$ cat config.mk
export PLATFORM = sky130hd
export DESIGN_NAME = crp_regs
export DESIGN_NICKNAME = d
export VERILOG_FILES = /design/src/hw/crp_pkg.sv /design/src/hw/crp_regs.sv
export SDC_FILE = /design/constraint.sdc
export NUM_CORES = 1
export LEC_CHECK = 0
export BUFFER_PORTS_ARGS = -buffer_cell sky130_fd_sc_hd__clkbuf_2
export CAP_MARGIN = 5
export CORE_MARGIN = 5
export CORE_UTILIZATION = 58
export CTS_BUF_LIST = sky130_fd_sc_hd__clkbuf_16
export CTS_CLUSTER_SIZE = 20
export DETAILED_ROUTE_END_ITERATION = 10
export PLACE_DENSITY_LB_ADDON = 0.3
export SYNTH_ARGS = -nofsm -noshare
export SYNTH_HDL_FRONTEND = slang
export SYNTH_SLANG_ARGS = --single-unit
export TNS_END_PERCENT = 5
$ cat constraint.sdc
create_clock -name ref_clk_i -period 4 [get_ports ref_clk_i]
set_clock_uncertainty 0.05 [all_clocks]
set_input_delay 0 -clock ref_clk_i [delete_from_list [all_inputs] [get_ports ref_clk_i]]
set_output_delay 0 -clock ref_clk_i [all_outputs]
set_load 0.05 [all_outputs]
$ cat src/hw/crp_pkg.sv
// Overview of operation
// - The parity record register is read-only, resets to zero and is updated with one computed parity bit per register on each write to index 1 to 7.
// - Parity record bit 7 covers the status register, bit 6 the configuration register, bit 5 the first control register and bit 4 the second control register.
// - Parity record bits 3 to 0 cover the first LED pattern upper and lower byte, then the second LED pattern upper and lower byte.
// - The first LED pattern is 16 bits, held as an upper and a lower byte, all cleared at reset.
// - The second LED pattern is 16 bits, held as an upper and a lower byte, all cleared at reset.
// - After start-up the transceiver channel defaults to 220 mA cut-off current, 100 us cut-off delay, 25 ms restart delay and 5 us debounce.
// - After start-up the supply-line switch defaults to 500 us cut-off delay and 64 ms restart delay.
// - At reset the output stage bits read 1,0,0 and the first control register holds enable 0, current 01, delay 00, restart 0, debounce 01.
// - At reset all status flags are 0 and the second control register holds pull-down 1, debounce 01 and other bits 0.
// - A register is left unchanged when the parity sent with its new data differs from the computed one.
// - A parity mismatch on a write to register index 1 to 7 sets the parity error flag and asserts the interrupt output toward the host.
// - Each LED driver steps through its 16-bit pattern one bit every 63 ms, lighting the LED for a one bit.
package crp_pkg;

    // ==========================================================
    // Register indices
    localparam logic [3:0] IDX_FAULT_FLAGS = 4'h0;
    localparam logic [3:0] IDX_STAGE_SEL = 4'h1;
    localparam logic [3:0] IDX_XCVR_CTRL = 4'h2;
    localparam logic [3:0] IDX_SUPPLY_CTRL = 4'h3;
    localparam logic [3:0] IDX_LED_ONE_HI = 4'h4;
    localparam logic [3:0] IDX_LED_ONE_LO = 4'h5;
    localparam logic [3:0] IDX_LED_TWO_HI = 4'h6;
    localparam logic [3:0] IDX_LED_TWO_LO = 4'h7;
    localparam logic [3:0] IDX_PARITY_REC = 4'h8;

    // ==========================================================
    // Parity record bit positions
    localparam int PB_STATUS = 7;
    localparam int PB_CONFIG = 6;
    localparam int PB_CTRL1 = 5;
    localparam int PB_CTRL2 = 4;
    localparam int PB_LED1_HI = 3;
    localparam int PB_LED1_LO = 2;
    localparam int PB_LED2_HI = 1;
    localparam int PB_LED2_LO = 0;

    // ==========================================================
    // Status bit positions
    localparam int SB_SUPPLY = 7;
    localparam int SB_OVT = 5;
    localparam int SB_XCVR_OL = 4;
    localparam int SB_AUX_OL = 3;
    localparam int SB_REG_UV = 1;
    localparam int SB_PARITY = 0;

    // ==========================================================
    // Reset values and writable masks
    localparam logic [7:0] RST_ZERO = 8'h00;
    localparam logic [7:0] RST_STAGE_SEL = 8'h80;
    localparam logic [7:0] RST_XCVR_CTRL = 8'h21;
    localparam logic [7:0] RST_SUPPLY_CTRL = 8'h21;
    localparam logic [7:0] MASK_STAGE_SEL = 8'he0;
    localparam logic [7:0] MASK_SUPPLY_CTRL = 8'hbf;

    // ==========================================================
    // Default parameter figures the reset codes stand for
    localparam int XCVR_CUTOFF_MA = 220;
    localparam int XCVR_CUTOFF_DELAY_US = 100;
    localparam int XCVR_RESTART_MS = 25;
    localparam int XCVR_DEBOUNCE_US = 5;
    localparam int SUPPLY_CUTOFF_DELAY_US = 500;
    localparam int SUPPLY_RESTART_MS = 64;

    // ==========================================================
    // Timing
    localparam int CLK_FREQ_KHZ = 125000;
    localparam int LED_STEP_MS = 63;
    localparam int LED_STEP_CYCLES_DEF = LED_STEP_MS * CLK_FREQ_KHZ;
    localparam int LED_CNT_W = 23;
    localparam logic [3:0] LED_FIRST_BIT = 4'hf;

    // ==========================================================
    // Carriers
    typedef struct packed {
        logic valid;
        logic [2:0] parity;
        logic [3:0] index;
        logic [7:0] data;
    } crp_wr_s;

    typedef struct packed {
        logic valid;
        logic [3:0] index;
    } crp_rd_s;

    typedef struct packed {
        logic supply_line;
        logic overtemp;
        logic xcvr_overload;
        logic aux_overload;
        logic regulator_uv;
    } crp_fault_s;

    typedef struct packed {
        logic [7:0] stage_sel;
        logic [7:0] xcvr_ctrl;
        logic [7:0] supply_ctrl;
    } crp_cfg_s;

endpackage : crp_pkg

$ cat src/hw/crp_regs.sv
`timescale 1ns/1ps
`default_nettype none
module crp_regs #(
    parameter int LED_STEP_CYCLES = crp_pkg::LED_STEP_CYCLES_DEF
) (
    // Clock and reset
    input wire logic ref_clk_i,
    input wire logic sys_rst_i,
    // Register traffic from the frame handler
    input wire crp_pkg::crp_wr_s wr_i,
    input wire crp_pkg::crp_rd_s rd_i,
    output logic [7:0] rd_data_o,
    // Fault detectors
    input wire crp_pkg::crp_fault_s fault_i,
    // Settings toward the output stage
    output crp_pkg::crp_cfg_s cfg_o,
    // Open-drain pins: low level driven while enable is high
    output logic irq_dat_o,
    output logic irq_oe_o,
    output logic led_dat_o,
    output logic led_one_oe_o,
    output logic led_two_oe_o
);
    import crp_pkg::*;

    // ==========================================================
    // Helpers
    function automatic logic byte_parity(input logic [7:0] b);
        byte_parity = ^b;
    endfunction : byte_parity

    function automatic logic [2:0] frame_parity(input logic [7:0] b);
        frame_parity = {b[6] ^ b[4] ^ b[2] ^ b[0],
                        b[7] ^ b[5] ^ b[3] ^ b[1],
                        ^b};
    endfunction : frame_parity

    // ==========================================================
    // Register bank
    logic [7:0] status_q, status_d;
    logic [7:0] stage_q, stage_d;
    logic [7:0] ctrl1_q, ctrl1_d;
    logic [7:0] ctrl2_q, ctrl2_d;
    logic [15:0] led_one_q, led_one_d;
    logic [15:0] led_two_q, led_two_d;
    logic [7:0] parity_q, parity_d;
    logic [7:0] rd_data_q, rd_data_d;
    logic irq_oe_q, irq_oe_d;
    logic wr_ok;
    logic wr_known;

    always_comb
    begin
        status_d = status_q;
        stage_d = stage_q;
        ctrl1_d = ctrl1_q;
        ctrl2_d = ctrl2_q;
        led_one_d = led_one_q;
        led_two_d = led_two_q;
        parity_d = parity_q;
        rd_data_d = rd_data_q;
        wr_known = (wr_i.index >= IDX_STAGE_SEL)
                && (wr_i.index <= IDX_LED_TWO_LO);
        wr_ok = (frame_parity(wr_i.data) == wr_i.parity);

        // Reading status acknowledges the sticky flags
        if (rd_i.valid && rd_i.index == IDX_FAULT_FLAGS)
        begin
            status_d = RST_ZERO;
        end

        // Set after clear so a fresh event is never lost
        status_d[SB_SUPPLY] = status_d[SB_SUPPLY] | fault_i.supply_line;
        status_d[SB_OVT] = status_d[SB_OVT] | fault_i.overtemp;
        status_d[SB_XCVR_OL] = status_d[SB_XCVR_OL] | fault_i.xcvr_overload;
        status_d[SB_AUX_OL] = status_d[SB_AUX_OL] | fault_i.aux_overload;
        status_d[SB_REG_UV] = status_d[SB_REG_UV] | fault_i.regulator_uv;

        if (wr_i.valid && wr_known)
        begin
            parity_d[PB_STATUS] = byte_parity(status_q);
            unique case (wr_i.index)
                IDX_STAGE_SEL:
                begin
                    parity_d[PB_CONFIG] = byte_parity(wr_i.data);
                    if (wr_ok)
                    begin
                        stage_d = wr_i.data & MASK_STAGE_SEL;
                    end
                end
                IDX_XCVR_CTRL:
                begin
                    parity_d[PB_CTRL1] = byte_parity(wr_i.data);
                    if (wr_ok)
                    begin
                        ctrl1_d = wr_i.data;
                    end
                end
                IDX_SUPPLY_CTRL:
                begin
                    parity_d[PB_CTRL2] = byte_parity(wr_i.data);
                    if (wr_ok)
                    begin
                        ctrl2_d = wr_i.data & MASK_SUPPLY_CTRL;
                    end
                end
                IDX_LED_ONE_HI:
                begin
                    parity_d[PB_LED1_HI] = byte_parity(wr_i.data);
                    if (wr_ok)
                    begin
                        led_one_d[15:8] = wr_i.data;
                    end
                end
                IDX_LED_ONE_LO:
                begin
                    parity_d[PB_LED1_LO] = byte_parity(wr_i.data);
                    if (wr_ok)
                    begin
                        led_one_d[7:0] = wr_i.data;
                    end
                end
                IDX_LED_TWO_HI:
                begin
                    parity_d[PB_LED2_HI] = byte_parity(wr_i.data);
                    if (wr_ok)
                    begin
                        led_two_d[15:8] = wr_i.data;
                    end
                end
                IDX_LED_TWO_LO:
                begin
                    parity_d[PB_LED2_LO] = byte_parity(wr_i.data);
                    if (wr_ok)
                    begin
                        led_two_d[7:0] = wr_i.data;
                    end
                end
                default:
                begin
                    parity_d = parity_q;
                end
            endcase
            if (!wr_ok)
            begin
                status_d[SB_PARITY] = 1'b1;
            end
        end

        // Interrupt follows any standing flag, parity error included
        irq_oe_d = |status_d;

        if (rd_i.valid)
        begin
            unique case (rd_i.index)
                IDX_FAULT_FLAGS: rd_data_d = status_q;
                IDX_STAGE_SEL: rd_data_d = stage_q;
                IDX_XCVR_CTRL: rd_data_d = ctrl1_q;
                IDX_SUPPLY_CTRL: rd_data_d = ctrl2_q;
                IDX_LED_ONE_HI: rd_data_d = led_one_q[15:8];
                IDX_LED_ONE_LO: rd_data_d = led_one_q[7:0];
                IDX_LED_TWO_HI: rd_data_d = led_two_q[15:8];
                IDX_LED_TWO_LO: rd_data_d = led_two_q[7:0];
                IDX_PARITY_REC: rd_data_d = parity_q;
                default: rd_data_d = RST_ZERO;
            endcase
        end
    end

    always_ff @(posedge ref_clk_i or posedge sys_rst_i)
    begin
        if (sys_rst_i)
        begin
            status_q <= RST_ZERO;
            stage_q <= RST_STAGE_SEL;
            ctrl1_q <= RST_XCVR_CTRL;
            ctrl2_q <= RST_SUPPLY_CTRL;
            led_one_q <= {RST_ZERO, RST_ZERO};
            led_two_q <= {RST_ZERO, RST_ZERO};
            parity_q <= RST_ZERO;
            rd_data_q <= RST_ZERO;
            irq_oe_q <= 1'b0;
        end
        else
        begin
            status_q <= status_d;
            stage_q <= stage_d;
            ctrl1_q <= ctrl1_d;
            ctrl2_q <= ctrl2_d;
            led_one_q <= led_one_d;
            led_two_q <= led_two_d;
            parity_q <= parity_d;
            rd_data_q <= rd_data_d;
            irq_oe_q <= irq_oe_d;
        end
    end

    // ==========================================================
    // LED sequencer, both drivers share one bit clock
    localparam logic [LED_CNT_W-1:0] STEP_LAST =
        LED_CNT_W'(LED_STEP_CYCLES - 1);
    logic [LED_CNT_W-1:0] step_q, step_d;
    logic [3:0] bit_q, bit_d;
    logic led_one_on_q, led_one_on_d;
    logic led_two_on_q, led_two_on_d;

    always_comb
    begin
        step_d = step_q + LED_CNT_W'(1);
        bit_d = bit_q;
        if (step_q >= STEP_LAST)
        begin
            step_d = '0;
            bit_d = bit_q - 4'h1;
        end
        led_one_on_d = led_one_q[bit_q];
        led_two_on_d = led_two_q[bit_q];
    end

    always_ff @(posedge ref_clk_i or posedge sys_rst_i)
    begin
        if (sys_rst_i)
        begin
            step_q <= '0;
            bit_q <= LED_FIRST_BIT;
            led_one_on_q <= 1'b0;
            led_two_on_q <= 1'b0;
        end
        else
        begin
            step_q <= step_d;
            bit_q <= bit_d;
            led_one_on_q <= led_one_on_d;
            led_two_on_q <= led_two_on_d;
        end
    end

    // ==========================================================
    // Outputs
    logic low_q;

    always_ff @(posedge ref_clk_i or posedge sys_rst_i)
    begin
        if (sys_rst_i)
        begin
            low_q <= 1'b0;
        end
        else
        begin
            low_q <= 1'b0;
        end
    end

    assign rd_data_o = rd_data_q;
    assign cfg_o = '{stage_sel: stage_q, xcvr_ctrl: ctrl1_q,
                     supply_ctrl: ctrl2_q};
    assign irq_dat_o = low_q;
    assign irq_oe_o = irq_oe_q;
    assign led_dat_o = low_q;
    assign led_one_oe_o = led_one_on_q;
    assign led_two_oe_o = led_two_on_q;

endmodule : crp_regs
`default_nettype wire

== Word level (Yosys, flattened, before mapping) ==
Cells that the tools add are included.
W data, S select, Z words.

* Flip-flop bits (word level): 104
* Bits of input ports: 28
* Output and inout bits: 37

* $add $sub $neg: 2
* Order comparisons: 4
* Eq/ne operators: 16
* Mux-type cells: 9
* Bitwise gates (word level): 11
* Reduce and logical (&&, ||, !) cells: 23

{| class="wikitable"
|+ Operators by type and width
! operator !! count
|-
| $pmux W8 S9 || 1
|-
| $eq A4 B3 Y1 const B || 8
|-
| $add A23 B1 Y23 const B || 1
|-
| $ge A23 B23 Y1 const B || 1
|-
| $mux W23 || 1
|-
| $reduce_and A3 Y1 || 7
|-
| $eq A4 B2 Y1 const B || 4
|-
| $reduce_and A2 Y1 || 8
|-
| $reduce_xor A8 Y1 || 2
|-
| $bmux W1 S4 || 2
|-
| $eq A4 B1 Y1 const B || 2
|-
| $mux W8 || 1
|-
| $reduce_or A8 Y1 || 1
|-
| $reduce_or A7 Y1 || 1
|-
| $xor A1 B1 Y1 || 6
|-
| $lt A4 B5 Y1 const B || 1
|-
| $or A1 B1 Y1 || 5
|-
| $eq A4 B4 Y1 const B || 1
|-
| $ge A4 B1 Y1 const B || 1
|-
| $le A4 B3 Y1 const B || 1
|-
| $logic_not A4 Y1 || 1
|-
| $mux W1 || 4
|-
| $sub A4 B1 Y4 const B || 1
|-
| $eq A3 B3 Y1 || 1
|-
| $logic_and A1 B1 Y1 || 3
|}

== Longest topological paths before layout ==
* Word-level depth: 7
* Gate-level depth with buffers: 8
* Gate-level depth less buffers: 7

== Worst setup path before layout ==
OpenSTA, ideal clock, no wires.

* Path type: reg-to-reg
* Start point: reg step_q[0]
* End point: reg step_q[21]
* Data arrival time: 1.958 ns
* Required time: 3.872 ns
* Setup slack: 1.913 ns
* Stages on the path, launching flop included: 7
* Clock period less this slack: 2.087 ns
* Cells stage by stage: dfrtp_1 and2_1 nand3_1 nor4_1 or3b_2 or3_1 a21oi_1

* Word-level cells in the longest chain between the ends: 2
* Elaborated cells on any way between the ends: 3
* Those cells by class: add/sub (1); order compare (1); mux (1)

{| class="wikitable"
|+ RTL lines
! element !! line !! text
|-
| from (decl) || crp_regs.sv:202 || <nowiki>logic [LED_CNT_W-1:0] step_q, step_d;</nowiki>
|-
| from (signal assigned) || crp_regs.sv:231 || <nowiki>step_q <= step_d;</nowiki>
|-
| $add A23 B1 Y23 or $ge A23 B23 Y1 (tied branches) || crp_regs.sv:209, crp_regs.sv:211 ||
|-
| $mux W23 * || crp_regs.sv:211 || <nowiki>if (step_q >= STEP_LAST)</nowiki>
|-
| net step_d[21] || crp_regs.sv:202 ||
|}

Mark *: on every way through the listed nets, which the timed path passes. The rest lies on a longest branch.
A chain may end at the register's enable or synchronous reset.

== Worst setup path in the final report ==
* Start point: in wr_i[2] in the netlist's numbering
* End point: reg led_one_q[7]

* Word-level cells in the longest chain between the ends: 4
* Elaborated cells on any way between the ends: 5
* Those cells by class: eq/ne (1); bitwise (2); reduce/logical (2)

{| class="wikitable"
|+ RTL lines
! element !! line !! text
|-
| from (decl) || crp_regs.sv:10 || <nowiki>input wire crp_pkg::crp_wr_s wr_i,</nowiki>
|-
| $xor A1 B1 Y1 (2 in a row) || crp_regs.sv:33 || <nowiki>frame_parity = {b[6] ^ b[4] ^ b[2] ^ b[0],</nowiki>
|-
| $eq A3 B3 Y1 * || crp_regs.sv:64 || <nowiki>wr_ok = (frame_parity(wr_i.data) == wr_i.parity);</nowiki>
|-
| $reduce_and A3 Y1 (no source line) * || n/a ||
|-
| to (signal assigned) || crp_regs.sv:178 || <nowiki>led_one_q <= {RST_ZERO, RST_ZERO};</nowiki>
|-
| to (signal assigned) || crp_regs.sv:190 || <nowiki>led_one_q <= led_one_d;</nowiki>
|-
| to (decl) || crp_regs.sv:44 || <nowiki>logic [15:0] led_one_q, led_one_d;</nowiki>
|}

Every way passes the cells marked *; elsewhere a longest branch is shown, timed or not.

==> metrics.txt <==
# TYPE chip_impl_metric gauge
chip_impl_info{name="status",value="complete, no violations"} 1
chip_impl_metric{name="hold_depth",unit=""} 2
chip_impl_metric{name="port-buffer-count",unit=""} 56
chip_impl_metric{name="cts_max_path_buffers",unit=""} 2
chip_impl_metric{name="route.vias.total",unit=""} 3943
chip_impl_metric{name="post_route_clock_period_utilization",unit="%"} 73.7
chip_impl_metric{name="grt_max_degree",unit=""} 69
chip_impl_metric{name="core_region_area",unit="mm^2"} 0.00915
chip_impl_metric{name="period_needed",unit="ns"} 2.95
chip_impl_metric{name="detailed_place.area",unit="mm^2"} 0.00571
chip_impl_metric{name="postRouteWirelength",unit="um"} 12600
chip_impl_metric{name="clock_sink_count",unit=""} 104
chip_impl_info{name="worst_setup_path_end_kind",value="flop"} 1
chip_impl_metric{name="required",unit="ns"} 4.18
chip_impl_metric{name="cts.clk_slew.worst_paths",unit="ns"} 0.08
chip_impl_metric{name="fillcell_total",unit=""} 701
chip_impl_metric{name="report.power.total",unit="mW"} 2.80
chip_impl_metric{name="initial_core_util",unit="%"} 58.7
chip_impl_metric{name="number_of_rows_created_at_floorplan",unit=""} 35
chip_impl_metric{name="max_cap_violations",unit=""} 0
chip_impl_metric{name="dieArea",unit="mm^2"} 0.0113
chip_impl_metric{name="r2r_slack",unit="ns"} 1.51
chip_impl_info{name="layout.cells.most_common",value="sky130_fd_sc_hd__dfrtp_1"} 1
chip_impl_metric{name="async_sr_flop_fraction",unit="%"} 100
chip_impl_metric{name="number_of_synthesized_flops_with_an_enable_pin",unit=""} 0
chip_impl_info{name="synth.area.top_cells",value="sky130_fd_sc_hd__dfrtp_1 (44%), sky130_fd_sc_hd__mux2_2 (13%), sky130_fd_sc_hd__dfstp_2 (4.4%)"} 1
chip_impl_metric{name="reg2reg_path_depth",unit=""} 6
chip_impl_info{name="hold-path-endpoint",value="ctrl2_q[7]"} 1
chip_impl_metric{name="drt.antenna.violating_nets",unit=""} 0
chip_impl_metric{name="syn_area_per_cell",unit="um^2"} 11.4
chip_impl_info{name="postSynth.topFlopCell",value="sky130_fd_sc_hd__dfrtp_1"} 1
chip_impl_metric{name="netlist.area_leader.share",unit="%"} 44.3
chip_impl_metric{name="synthToLayoutAreaGrowth",unit="%"} 14.3
chip_impl_metric{name="ys.warnings.count",unit=""} 0
chip_impl_metric{name="detailedPlacementHpwl",unit="um"} 9130
chip_impl_metric{name="final-hold-violation-count",unit=""} 0
chip_impl_metric{name="power_density",unit="mW/mm^2"} 456
chip_impl_metric{name="synth_area",unit="mm^2"} 0.00537
chip_impl_metric{name="gr-usage-all-layers",unit="%"} 23.3
chip_impl_info{name="layout.cells.most_common_list",value="sky130_fd_sc_hd__dfrtp_1 (95), sky130_fd_sc_hd__mux2_2 (61), sky130_fd_sc_hd__clkbuf_2 (56), sky130_fd_sc_hd__nor2_1 (50), sky130_fd_sc_hd__nand2_1 (29)"} 1
chip_impl_metric{name="fp.dieW",unit="um"} 106
chip_impl_metric{name="antenna-diode-count",unit=""} 0
chip_impl_metric{name="synth-seq-area-share",unit="%"} 48.7
chip_impl_info{name="cts_tree",value="done"} 1
chip_impl_info{name="min-delay-start",value="wr_i[7]"} 1
chip_impl_metric{name="static-leakage-power",unit="nW"} 2.71
chip_impl_metric{name="clk-insertion-delay-late",unit="ns"} 0.35
chip_impl_metric{name="post_place_setup_slack",unit="ns"} 1.36
chip_impl_metric{name="max_clock_freq",unit="MHz"} 339
chip_impl_metric{name="multiInputGateArea",unit="mm^2"} 0.00261
chip_impl_metric{name="worst_slack",unit="ns"} 1.05
chip_impl_info{name="yosysTopAreaCell",value="sky130_fd_sc_hd__dfrtp_1"} 1
chip_impl_metric{name="gp_routability_congestion",unit=""} 0.917
chip_impl_metric{name="postSynthCellCount",unit=""} 473
chip_impl_metric{name="via_per_inst",unit=""} 6.02
chip_impl_info{name="grt_setup_unrepaired",value="no"} 1
chip_impl_metric{name="die-height",unit="um"} 106
chip_impl_metric{name="initial_antenna_violation_count",unit=""} 0
chip_impl_metric{name="worst_ep_arrival_time",unit="ns"} 3.13
chip_impl_metric{name="cp_max_fo",unit=""} 8
chip_impl_metric{name="worst_ir_drop_vdd",unit="uV"} 357
chip_impl_metric{name="finalMaxSlewViolations",unit=""} 0
chip_impl_metric{name="relSlewSlack",unit="%"} 44.8
chip_impl_metric{name="finish.net_count",unit=""} 569
chip_impl_info{name="worst_r2r_endpoint",value="step_q[21]"} 1
chip_impl_metric{name="wl_per_cell",unit="um"} 19.2
chip_impl_metric{name="first_global_vias",unit=""} 3922
chip_impl_info{name="hp-class",value="primary input to flop"} 1
chip_impl_info{name="timing.setup.critical_path_class",value="primary input to flop"} 1
chip_impl_metric{name="grt_remaining_overflow",unit=""} 0
chip_impl_metric{name="finalSetupViolCount",unit=""} 0
chip_impl_metric{name="detail_route.first_pass.iterations",unit=""} 8
chip_impl_metric{name="cts_repair_resize_count",unit=""} 0
chip_impl_info{name="clockRootBuffer",value="sky130_fd_sc_hd__clkbuf_16"} 1
chip_impl_metric{name="ctsHtreeMaxLevel",unit=""} 3
chip_impl_metric{name="share_of_the_core_filled_with_cells",unit="%"} 67.0
chip_impl_metric{name="io_pins",unit=""} 65
chip_impl_metric{name="number_of_buffers_created_by_cts",unit=""} 9
chip_impl_metric{name="drt_drc_violations_left",unit=""} 0
chip_impl_info{name="critical_path.startpoint_type",value="primary input"} 1
chip_impl_metric{name="grt_pass1_wl",unit="um"} 20500
chip_impl_info{name="rr_startpoint",value="step_q[0]"} 1
chip_impl_metric{name="drive_above_1_share",unit="%"} 29.6
chip_impl_metric{name="actual_transition_at_the_worst_max_transition_pin",unit="ns"} 0.828
chip_impl_metric{name="setup-tns-final",unit="ns"} 0
chip_impl_metric{name="drt-initial-drc-count",unit=""} 258
chip_impl_metric{name="synth-seq-cells",unit=""} 104
chip_impl_metric{name="synth_cell_type_count",unit=""} 53
chip_impl_metric{name="register_area",unit="mm^2"} 0.00261
chip_impl_metric{name="fin_area",unit="mm^2"} 0.00614
-- report_power, final --
group	switching [mW]	internal [mW]
logic	0.376	0.228
clock network	0.421	0.442
registers	0.128	1.20
-- through the flow --
stage | hold slack, ns | std cells
6_report | 0.0176 | 655
5_1_grt | 0.0186 | 655
4_1_cts | 0.00723 | 655
3_5_place_dp | 0.148 | 626
3_3_place_gp | 0.146 | 626
2_1_floorplan | 0.0423 | 480
-- flip-flops by register name (all words and copies together), names as in the netlist --
| signal | flops |
|---|---|
| stage_q | 3 |
| led_one_oe_o | 1 |
| rd_data_o | 8 |
| led_two_oe_o | 1 |
| ctrl2_q | 7 |
| status_q | 8 |
| irq_oe_o | 1 |
| led_one_q | 16 |
| led_two_q | 16 |
| ctrl1_q | 8 |
| step_q | 23 |
| parity_q | 8 |
| bit_q | 4 |
-- Yosys cell counts (10+ instances only) --
library cell	number
sky130_fd_sc_hd__inv_1	13
sky130_fd_sc_hd__nand2_1	29
sky130_fd_sc_hd__xnor2_1	23
sky130_fd_sc_hd__xor2_1	13
sky130_fd_sc_hd__a22oi_1	10
sky130_fd_sc_hd__nand3_1	13
sky130_fd_sc_hd__nor3_1	12
sky130_fd_sc_hd__mux2i_1	15
sky130_fd_sc_hd__dfrtp_1	95
sky130_fd_sc_hd__mux2_2	61
sky130_fd_sc_hd__nor2_1	50
-- worst max-delay path, cell delays in order --
cell,delay (ns)
sky130_fd_sc_hd__dlygate4sd3_1,0.55
sky130_fd_sc_hd__clkbuf_2,0.17
sky130_fd_sc_hd__xor2_1,0.19
sky130_fd_sc_hd__xnor2_1,0.40
sky130_fd_sc_hd__nand2_1,0.11
sky130_fd_sc_hd__o311a_1,0.50
sky130_fd_sc_hd__nor4_4,0.79
sky130_fd_sc_hd__mux2_2,0.41
-- how the worst max path moves through the flow --
stage | startpoint | end | slack [ns] | depth (start not counted)
floorplan | sys_rst_i | ctrl1_q[1] | 1.23 | 1
global placement | wr_i[2] | led_one_q[4] | 1.48 | 7
detailed placement | wr_i[2] | led_one_q[7] | 1.36 | 7
CTS | wr_i[2] | led_one_q[2] | 1.15 | 8
global route | wr_i[2] | led_one_q[2] | 0.97 | 8
finish | wr_i[2] | led_one_q[7] | 1.05 | 8
-- timing repair --
item                                   CTS  global route
buffers inserted                         0             0
endpoints found under the hold margin  106             0
hold buffers                            13             0
-- logic make-up (layout without fill, tap and decap cells) --
| kind of cell | Yosys count | in the layout | share of synthesized area, % |
|---|---|---|---|
| compound gates | 65 | 65 | 8.65 |
| xor+xnor | 36 | 36 | 5.87 |
| fa+ha+maj | 2 | 2 | 0.466 |
| buf+inv | 36 | 100 | 3.22 |
| flops | 104 | 104 | 48.7 |
| mux | 83 | 83 | 18.5 |
| other cells | 1 | 8 | 0.0698 |
| simple gates | 146 | 146 | 14.5 |
-- area by class of cell --
class | instances | share of cell area [%]
Clock buffer | 9 | 3.67
Clock inverter | 7 | 1.18
Inverter | 13 | 0.836
Multi-Input combinational cell | 340 | 42.5
Sequential cell | 104 | 42.6
Tap cell | 111 | 2.26
Timing Repair Buffer | 71 | 6.93
-- metal layers --
| layer | vias up | global-route usage, % | wire (um) |
|---|---|---|---|
| met1 | 1942 | 33.4 | 5620 |
| li1 | 1819 | - | - |
| met2 | 158 | 36.1 | 5840 |
| met5 | - | 0 | 0 |
| met3 | 24 | 4.55 | 824 |
| met4 | 0 | 7.59 | 296 |
Power figures use the tool's default switching activity.
